<file path="config.mk">
export PLATFORM = sky130hd
export DESIGN_NAME = serial_eeprom_protect_hold
export DESIGN_NICKNAME = d
export VERILOG_FILES = /design/src/sync_bits.v /design/src/serial_eeprom_protect_hold.v
export VERILOG_INCLUDE_DIRS = /design/src
export SDC_FILE = /design/constraint.sdc
export NUM_CORES = 1
export LEC_CHECK = 0
export BUFFER_PORTS_ARGS = -buffer_cell sky130_fd_sc_hd__buf_2
export CAP_MARGIN = 20
export CORE_ASPECT_RATIO = 1.25
export CORE_MARGIN = 3
export CORE_UTILIZATION = 50
export DETAILED_ROUTE_END_ITERATION = 10
export PLACE_DENSITY = 0.73
export SLEW_MARGIN = 40
export SYNTH_ARGS = -nofsm -noshare
export SYNTH_HDL_FRONTEND = slang
export SYNTH_SLANG_ARGS = --single-unit
</file>
<file path="constraint.sdc">
create_clock -name aclk -period 2.65 [get_ports aclk]
set_input_delay 0.53 -clock aclk [delete_from_list [all_inputs] [get_ports aclk]]
set_output_delay 0.53 -clock aclk [all_outputs]
set_load 0.01 [all_outputs]
</file>
<file path="src/eeprom_protect_defines.vh">
`ifndef EEPROM_PROTECT_DEFINES_VH
`define EEPROM_PROTECT_DEFINES_VH

// Register byte offsets
`define REG_STATUS      8'h00
`define REG_CMD         8'h04
`define REG_MEM_ADDR    8'h08
`define REG_RESULT      8'h0C
`define REG_SERIAL      8'h10

// Status byte fields (also the data layout of a status store command)
`define ST_LOCK         7
`define ST_SIZE_HI      3
`define ST_SIZE_LO      2
`define ST_LATCH        1
`define ST_BUSY         0
// Extra status fields seen only on the bus
`define ST_HW_LOCK      8
`define ST_HOLD         9
`define ST_SELECTED     10

// Command register bits
`define CMD_PERMIT      0
`define CMD_FORBID      1
`define CMD_STATUS      2
`define CMD_MEM         3

// Result register bits
`define RES_ST_OK       0
`define RES_ST_REFUSED  1
`define RES_MEM_OK      2
`define RES_MEM_REFUSED 3
`define RES_ABORTED     4

// Protect region lower bounds within the 10-bit array address
`define PROT_QUARTER    10'h300
`define PROT_HALF       10'h200

// Reset values of the nonvolatile bits
`define RST_LOCK        1'b0
`define RST_SIZE        2'b00

// Default length of an internal write cycle, in clock cycles
`define BUSY_CYCLES_DEF 20'h0_03E8

// Bus responses
`define RESP_OKAY       2'b00
`define RESP_SLVERR     2'b10

`endif

</file>
<file path="src/sync_bits.v">
`timescale 1ns/100ps
module sync_bits #(
  parameter WIDTH = 6
) (
  // Clock and reset
  input  wire             clk,
  input  wire             resetn,
  // Asynchronous inputs and their synchronised copies
  input  wire [WIDTH-1:0] din,
  output wire [WIDTH-1:0] dout
);

  genvar i;
  // Two flip-flops per bit; the first stage feeds only the second
  generate
    for (i = 0; i < WIDTH; i = i + 1) begin : g_bit
      reg stage1;
      reg stage2;
      always @(posedge clk) begin
        if (!resetn) begin
          stage1 <= 1'b1;
          stage2 <= 1'b1;
        end else begin
          stage1 <= din[i];
          stage2 <= stage1;
        end
      end
      assign dout[i] = stage2;
    end
  endgenerate

endmodule // sync_bits

</file>
<file path="src/serial_eeprom_protect_hold.v">
// Register access over AXI4-Lite and the register offsets are this design's own decisions.
`timescale 1ns/100ps
`include "eeprom_protect_defines.vh"
module serial_eeprom_protect_hold #(
  parameter ADDR_W      = 8,
  parameter BUSY_W      = 20,
  parameter BUSY_CYCLES = `BUSY_CYCLES_DEF
) (
  // Clock and reset
  input  wire              aclk,
  input  wire              aresetn,
  // AXI4-Lite write address
  input  wire [ADDR_W-1:0] awaddr,
  input  wire              awvalid,
  output wire              awready,
  // AXI4-Lite write data
  input  wire [31:0]       wdata,
  input  wire [3:0]        wstrb,
  input  wire              wvalid,
  output wire              wready,
  // AXI4-Lite write response
  output reg  [1:0]        bresp,
  output reg               bvalid,
  input  wire              bready,
  // AXI4-Lite read address
  input  wire [ADDR_W-1:0] araddr,
  input  wire              arvalid,
  output wire              arready,
  // AXI4-Lite read data
  output reg  [31:0]       rdata,
  output reg  [1:0]        rresp,
  output reg               rvalid,
  input  wire              rready,
  // Serial pins
  input  wire              cs_n,
  input  wire              sck,
  input  wire              si,
  input  wire              wp_n,
  input  wire              hold_n,
  input  wire              supply_low,
  output wire              so,
  output wire              so_oe,
  // Protection state
  output wire              hardware_lock_mode,
  output wire              write_busy
);

  // Synchronised pin levels
  wire [5:0] pins_s;
  wire       cs_n_s   = pins_s[5];
  wire       sck_s    = pins_s[4];
  wire       si_s     = pins_s[3];
  wire       wp_n_s   = pins_s[2];
  wire       hold_n_s = pins_s[1];
  wire       supply_s = pins_s[0];

  sync_bits #(
    .WIDTH (6)
  ) u_sync (
    .clk    (aclk),
    .resetn (aresetn),
    .din    ({cs_n, sck, si, wp_n, hold_n, supply_low}),
    .dout   (pins_s)
  );

  // Status and protection state
  reg              status_write_lock;
  reg              protect_size_hi;
  reg              protect_size_lo;
  reg              write_permit_latch;
  reg              write_busy_flag;
  reg [BUSY_W-1:0] busy_count;
  reg              pend_status;
  reg [2:0]        pend_value;
  reg [15:0]       mem_addr;
  reg [4:0]        result;

  // Serial transfer state
  reg              sck_d;
  reg              hold;
  reg [2:0]        bit_count;
  reg [7:0]        rx_shift;
  reg [7:0]        rx_byte;
  reg [7:0]        tx_shift;

  // Bus slave state
  reg              aw_got;
  reg              w_got;
  reg [ADDR_W-1:0] aw_q;
  reg [31:0]       w_q;
  reg [3:0]        ws_q;

  // Lock mode decode
  assign hardware_lock_mode = status_write_lock & ~wp_n_s;
  wire software_lock_mode = ~hardware_lock_mode;
  assign write_busy = write_busy_flag;

  // Protected region test on the low ten address bits
  function prot_hit;
    input [1:0] size;
    input [9:0] addr;
    begin
      case (size)
        2'b00:   prot_hit = 1'b0;
        2'b01:   prot_hit = (addr >= `PROT_QUARTER);
        2'b10:   prot_hit = (addr >= `PROT_HALF);
        default: prot_hit = 1'b1;
      endcase
    end
  endfunction

  // Write permission
  wire mem_hit = prot_hit({protect_size_hi, protect_size_lo}, mem_addr[9:0]);
  wire mem_ok  = write_permit_latch & ~write_busy_flag & ~mem_hit;
  wire stat_ok = write_permit_latch & ~write_busy_flag & software_lock_mode;

  wire [7:0] status_byte = {status_write_lock, 3'b000, protect_size_hi,
                            protect_size_lo, write_permit_latch, write_busy_flag};

  // Bus handshakes
  assign awready = ~aw_got & ~bvalid;
  assign wready  = ~w_got & ~bvalid;
  assign arready = ~rvalid;
  wire do_write = aw_got & w_got & ~bvalid;
  wire [ADDR_W-1:0] aw_word = {aw_q[ADDR_W-1:2], 2'b00};
  wire [ADDR_W-1:0] ar_word = {araddr[ADDR_W-1:2], 2'b00};
  wire wr_cmd  = do_write & (aw_word == `REG_CMD) & ws_q[0];
  wire wr_addr = do_write & (aw_word == `REG_MEM_ADDR);
  wire cmd_permit = wr_cmd & w_q[`CMD_PERMIT];
  wire cmd_forbid = wr_cmd & w_q[`CMD_FORBID];
  wire cmd_status = wr_cmd & w_q[`CMD_STATUS];
  wire cmd_mem    = wr_cmd & w_q[`CMD_MEM] & ~w_q[`CMD_STATUS];
  wire wr_mapped  = (aw_word == `REG_STATUS) | (aw_word == `REG_CMD) |
                    (aw_word == `REG_MEM_ADDR) | (aw_word == `REG_RESULT) |
                    (aw_word == `REG_SERIAL);

  // Write address and data capture, response generation
  always @(posedge aclk) begin
    if (!aresetn) begin
      aw_got <= 1'b0;
      w_got  <= 1'b0;
      aw_q   <= {ADDR_W{1'b0}};
      w_q    <= 32'h0000_0000;
      ws_q   <= 4'h0;
      bvalid <= 1'b0;
      bresp  <= `RESP_OKAY;
    end else begin
      if (awvalid && awready) begin
        aw_got <= 1'b1;
        aw_q   <= awaddr;
      end
      if (wvalid && wready) begin
        w_got <= 1'b1;
        w_q   <= wdata;
        ws_q  <= wstrb;
      end
      if (do_write) begin
        aw_got <= 1'b0;
        w_got  <= 1'b0;
        bvalid <= 1'b1;
        bresp  <= wr_mapped ? `RESP_OKAY : `RESP_SLVERR;
      end else if (bvalid && bready) begin
        bvalid <= 1'b0;
      end
    end
  end

  // Read data mux
  reg [31:0] next_rdata;
  reg        next_rerr;
  always @* begin
    next_rdata = 32'h0000_0000;
    next_rerr  = 1'b0;
    case (ar_word)
      `REG_STATUS: begin
        next_rdata[7:0]          = status_byte;
        next_rdata[`ST_HW_LOCK]  = hardware_lock_mode;
        next_rdata[`ST_HOLD]     = hold;
        next_rdata[`ST_SELECTED] = ~cs_n_s;
      end
      `REG_CMD:      next_rdata = 32'h0000_0000;
      `REG_MEM_ADDR: next_rdata[15:0] = mem_addr;
      `REG_RESULT:   next_rdata[4:0] = result;
      `REG_SERIAL:   next_rdata[10:0] = {bit_count, rx_byte};
      default:       next_rerr = 1'b1;
    endcase
  end

  // Read channel
  always @(posedge aclk) begin
    if (!aresetn) begin
      rvalid <= 1'b0;
      rdata  <= 32'h0000_0000;
      rresp  <= `RESP_OKAY;
    end else if (arvalid && arready) begin
      rvalid <= 1'b1;
      rdata  <= next_rdata;
      rresp  <= next_rerr ? `RESP_SLVERR : `RESP_OKAY;
    end else if (rvalid && rready) begin
      rvalid <= 1'b0;
    end
  end

  // Memory target address register
  always @(posedge aclk) begin
    if (!aresetn) begin
      mem_addr <= 16'h0000;
    end else if (wr_addr) begin
      if (ws_q[0]) mem_addr[7:0] <= w_q[7:0];
      if (ws_q[1]) mem_addr[15:8] <= w_q[15:8];
    end
  end

  // Permit latch, write cycle timer and status bits
  always @(posedge aclk) begin
    if (!aresetn) begin
      status_write_lock  <= `RST_LOCK;
      {protect_size_hi, protect_size_lo} <= `RST_SIZE;
      write_permit_latch <= 1'b0;
      write_busy_flag    <= 1'b0;
      busy_count         <= {BUSY_W{1'b0}};
      pend_status        <= 1'b0;
      pend_value         <= 3'b000;
      result             <= 5'b00000;
    end else if (supply_s) begin
      // Low supply cancels the cycle; pending status never lands
      write_permit_latch  <= 1'b0;
      write_busy_flag     <= 1'b0;
      busy_count          <= {BUSY_W{1'b0}};
      pend_status         <= 1'b0;
      result[`RES_ABORTED] <= result[`RES_ABORTED] | write_busy_flag;
    end else if (write_busy_flag) begin
      // Count the internal write, then apply status and drop the latch
      busy_count <= busy_count - 1'b1;
      if (busy_count == {{(BUSY_W-1){1'b0}}, 1'b1}) begin
        write_busy_flag    <= 1'b0;
        write_permit_latch <= 1'b0;
        pend_status        <= 1'b0;
        if (pend_status) begin
          status_write_lock <= pend_value[2];
          protect_size_hi   <= pend_value[1];
          protect_size_lo   <= pend_value[0];
        end
      end
    end else begin
      if (cmd_permit && !cmd_forbid)
        write_permit_latch <= 1'b1;
      if (cmd_forbid)
        write_permit_latch <= 1'b0;
      if (cmd_status) begin
        result <= {1'b0, 2'b00, ~stat_ok, stat_ok};
        if (stat_ok) begin
          write_busy_flag <= 1'b1;
          busy_count      <= BUSY_CYCLES[BUSY_W-1:0];
          pend_status     <= 1'b1;
          pend_value      <= {w_q[`ST_LOCK], w_q[`ST_SIZE_HI], w_q[`ST_SIZE_LO]};
        end
      end else if (cmd_mem) begin
        result <= {1'b0, ~mem_ok, mem_ok, 2'b00};
        if (mem_ok) begin
          write_busy_flag <= 1'b1;
          busy_count      <= BUSY_CYCLES[BUSY_W-1:0];
          pend_status     <= 1'b0;
        end
      end
    end
  end

  // Serial clock edges, seen only through the synchroniser
  wire selected = ~cs_n_s;
  wire sck_rise = sck_s & ~sck_d;
  wire sck_fall = ~sck_s & sck_d;

  // Hold tracks the pause pin only while the serial clock is low
  always @(posedge aclk) begin
    if (!aresetn) begin
      sck_d <= 1'b0;
      hold  <= 1'b0;
    end else begin
      sck_d <= sck_s;
      if (!selected)
        hold <= 1'b0;
      else if (!sck_s)
        hold <= ~hold_n_s;
    end
  end

  // Shift registers and bit counter, frozen during hold
  always @(posedge aclk) begin
    if (!aresetn) begin
      bit_count <= 3'b000;
      rx_shift  <= 8'h00;
      rx_byte   <= 8'h00;
      tx_shift  <= 8'h00;
    end else if (!selected) begin
      bit_count <= 3'b000;
      tx_shift  <= status_byte;
    end else if (!hold) begin
      if (sck_rise) begin
        rx_shift  <= {rx_shift[6:0], si_s};
        bit_count <= bit_count + 3'b001;
        if (bit_count == 3'b111)
          rx_byte <= {rx_shift[6:0], si_s};
      end
      if (sck_fall) begin
        if (bit_count == 3'b000)
          tx_shift <= status_byte;
        else
          tx_shift <= {tx_shift[6:0], 1'b0};
      end
    end
  end

  // Serial output enabled only while selected and not held
  assign so    = tx_shift[7];
  assign so_oe = selected & ~hold;

endmodule // serial_eeprom_protect_hold

</file>
==> results.json <==
{
  "status": "finished clean",
  "drt-initial-drc-count": 352,
  "p_sw_mw": 1.01,
  "worst-path-buf-inv": 0,
  "grt_setup_unrepaired": "no",
  "clock_sinks": 136,
  "ys.warnings.count": 0,
  "yosysMostFrequentCell": "dfxtp_1",
  "hpwl_mm": 9.40,
  "ff2ff_setup_slack_ns": 0.31,
  "grt_max_degree": 79,
  "hold-worst-slack_ns": 0.294,
  "drtAntennaViolNets": 0,
  "internal-power_mw": 3.63,
  "path_class": "register to register",
  "start_util_pct": 51.4,
  "worst_pin_slew_ns": 0.813,
  "seq_area_frac_synth_pct": 47.4,
  "critical-path-top-delay-family": "simple AND/OR/NAND/NOR gates",
  "wl_mm": 13.5,
  "synthArstFlopShare_pct": 0,
  "critPathLaunchType": "register",
  "routed_via_density": 5.71,
  "swShare_pct": 21.7,
  "synth_area_leaders": "dfxtp_1 (47%), a21oi_1 (6.4%), nand2_1 (6.2%)",
  "critPathArrivalTime_ns": 2.68,
  "reg2reg_depth": 4,
  "wl_per_cell_um": 15.5,
  "placementRows": 43,
  "drive_gt1_share_pct": 17.2,
  "hold_path.class": "primary input to register",
  "grt_overflow": 0,
  "cp_slowest_cell": "or4_4",
  "synth_common_cells": "dfxtp_1 (136), nand2_1 (95), a21oi_1 (74)",
  "die_h_um": 126,
  "max_stage_delay_ns": 0.58,
  "yosys.area.top_type": "dfxtp_1",
  "track_usage_pct": 21.3,
  "cts_setup_buffers": 0,
  "finalNonFillerCells": 872,
  "synthCells": 658,
  "p_clk_share_pct": 49.2,
  "pwr-share-comb_pct": 4.9,
  "fin_crit_ns": 2.34,
  "p_per_area_mw_per_mm2": 688,
  "grt_pass1_vias": 4742,
  "fmax_ghz": 0.427,
  "cts_tree": "yes",
  "die_w_um": 102,
  "drc": 0,
  "hold_start": "sck",
  "ir_drop_uv": 440,
  "leakagePower_nw": 2.67,
  "hold_path_depth": 2,
  "num_vias": 4979,
  "hold_buffers": 0,
  "critical_path.max_fanout": 9,
  "clkTransAtPathRegs_ns": 0.05,
  "clk_latency_ns": 0.41,
  "fin_crit_sh_pct": 88.4,
  "n_antenna_cell": 0,
  "cpMostUsedCell": "or4_4",
  "crit_chain": "or4_4, or4_1, or4_4, a211oi_2",
  "min_to": "u_sync.g_bit[4].stage1",
  "io_buffers": 69,
  "endpoint_kind": "register",
  "gp_congestion": 0.810,
  "antenna_found_initial": 0,
  "finalSetupViolCount": 0,
  "cts_buffers": 17,
  "seqPwrFrac_pct": 45.9,
  "reg2reg_from": "busy_count[11]",
  "area_growth_pct": 17.4,
  "syn-cell-area_mm2": 0.00575,
  "timing_hold_violations_final": 0,
  "synth_seq_cells": 136,
  "max-cap-violations": 0,
  "tns_ns": 0,
  "cp.required_ns": 2.99,
  "synth_edf_count": 0,
  "cts_resized": 0,
  "grt_pass1_wl_mm": 21.7,
  "dr.pass1.iters": 5,
  "ios": 110,
  "htreeDepth": 4,
  "core_area_mm2": 0.0112,
  "cts-root-buf": "clkbuf_16",
  "syn_avg_cell_area_um2": 8.74,
  "slew_headroom_pct": 45.3,
  "synth_cell_types": 51,
  "synthFlopType": "dfxtp_1",
  "clock_path_buffers": 2,
  "synth_top_area_share_pct": 47.4,
  "maxSlewViolCount": 0,
  "dp.cells": 840,
  "final_nets": 794,
  "dieArea_mm2": 0.0128,
  "r2r-end": "busy_count[17]",
  "fin_worst_skew_ns": 0.00647
}
[layout by cell type (no fill, tap or decap), types with 10 or more instances in the layout]
master     synthesis  final
nand2_1           95     95
a22oi_1           12     12
nand2b_1          22     22
nor2_1            47     47
buf_4             18     14
conb_1             1     18
clkbuf_16          0     17
o21ai_0           15     15
buf_2              2     69
nor3_1            12     12
inv_1             14     14
mux2i_1           24     24
dfxtp_1          136    136
a21oi_1           74     74
nand3_1           21     21
or3_1             10     10
[cell type report]
type,instances,area (µm²)
multi-input cells,471,2780
flip-flops and latches,136,2720
clock inverters,8,95.1
repair buffers,83,450
fillers,986,4440
well taps,135,169
clock buffers,24,482
inverters,15,56.3
[layer usage]
| metal | vias up | part of all wire, % | track usage [%] |
|---|---|---|---|
| met5 | - | 0 | 0 |
| met4 | 0 | 1.6 | 8.57 |
| met3 | 24 | 5.7 | 6.48 |
| met2 | 151 | 51 | 34.9 |
| met1 | 2362 | 42 | 25.9 |
| li1 | 2442 | - | - |
[sequential cells by signal, summed over array words and instances (netlist names), 2 cells and up]
signal	cells
ws_q	2
busy_count	20
mem_addr	16
w_q	16
result	5
bit_count	3
rdata	16
rx_byte	8
u_sync.g_bit.stage1	6
aw_q	6
tx_shift	8
u_sync.g_bit.stage2	6
pend_value	3
rx_shift	7
[per-stage QoR]
stage	power [mW]	cell area, µm²	setup WS, ns	utilization, %
floorplan	2.33	5810	0.420	-
global placement	2.39	6170	0.370	55.2
detailed placement	2.40	6170	0.313	55.2
CTS	4.68	6750	0.297	60.3
global route	4.81	6750	0.213	60.3
finish	4.64	6750	0.308	60.3
[power groups by stage]
stage / Combinational [mW] / Sequential, mW / Clock [mW]
after CTS: 0.231 / 2.13 / 2.32
after floorplan: 0.175 / 2.16 / 0
final: 0.230 / 2.13 / 2.28
after detailed placement: 0.228 / 2.17 / 0
after global routing: 0.257 / 2.13 / 2.42
after global placement: 0.223 / 2.17 / 0
[logic make-up (layout without fill, tap and decap cells)]
group	count (synthesis)	after routing	synth area share [%]
muxes	24	24	4.18
buffers and inverters	68	130	5.66
DFF	136	136	47.4
AOI/OAI and AO/OA	143	143	15.9
other	1	18	0.0652
and+or+nand+nor	269	269	23.9
xor gates and xnor gates	12	12	1.83
adders and majority gates	5	5	1.09
[worst max-delay path by stage]
stage	from	endpoint	slack (ns)	cells after the start
floorplan	araddr[5]	rdata[3]	0.42	5
global placement	busy_count[5]	busy_count[18]	0.37	4
detailed placement	busy_count[5]	busy_count[12]	0.31	4
CTS	busy_count[5]	busy_count[12]	0.30	4
global route	busy_count[5]	busy_count[18]	0.21	4
finish	busy_count[11]	busy_count[17]	0.31	4
Power figures use the tool's default switching activity.
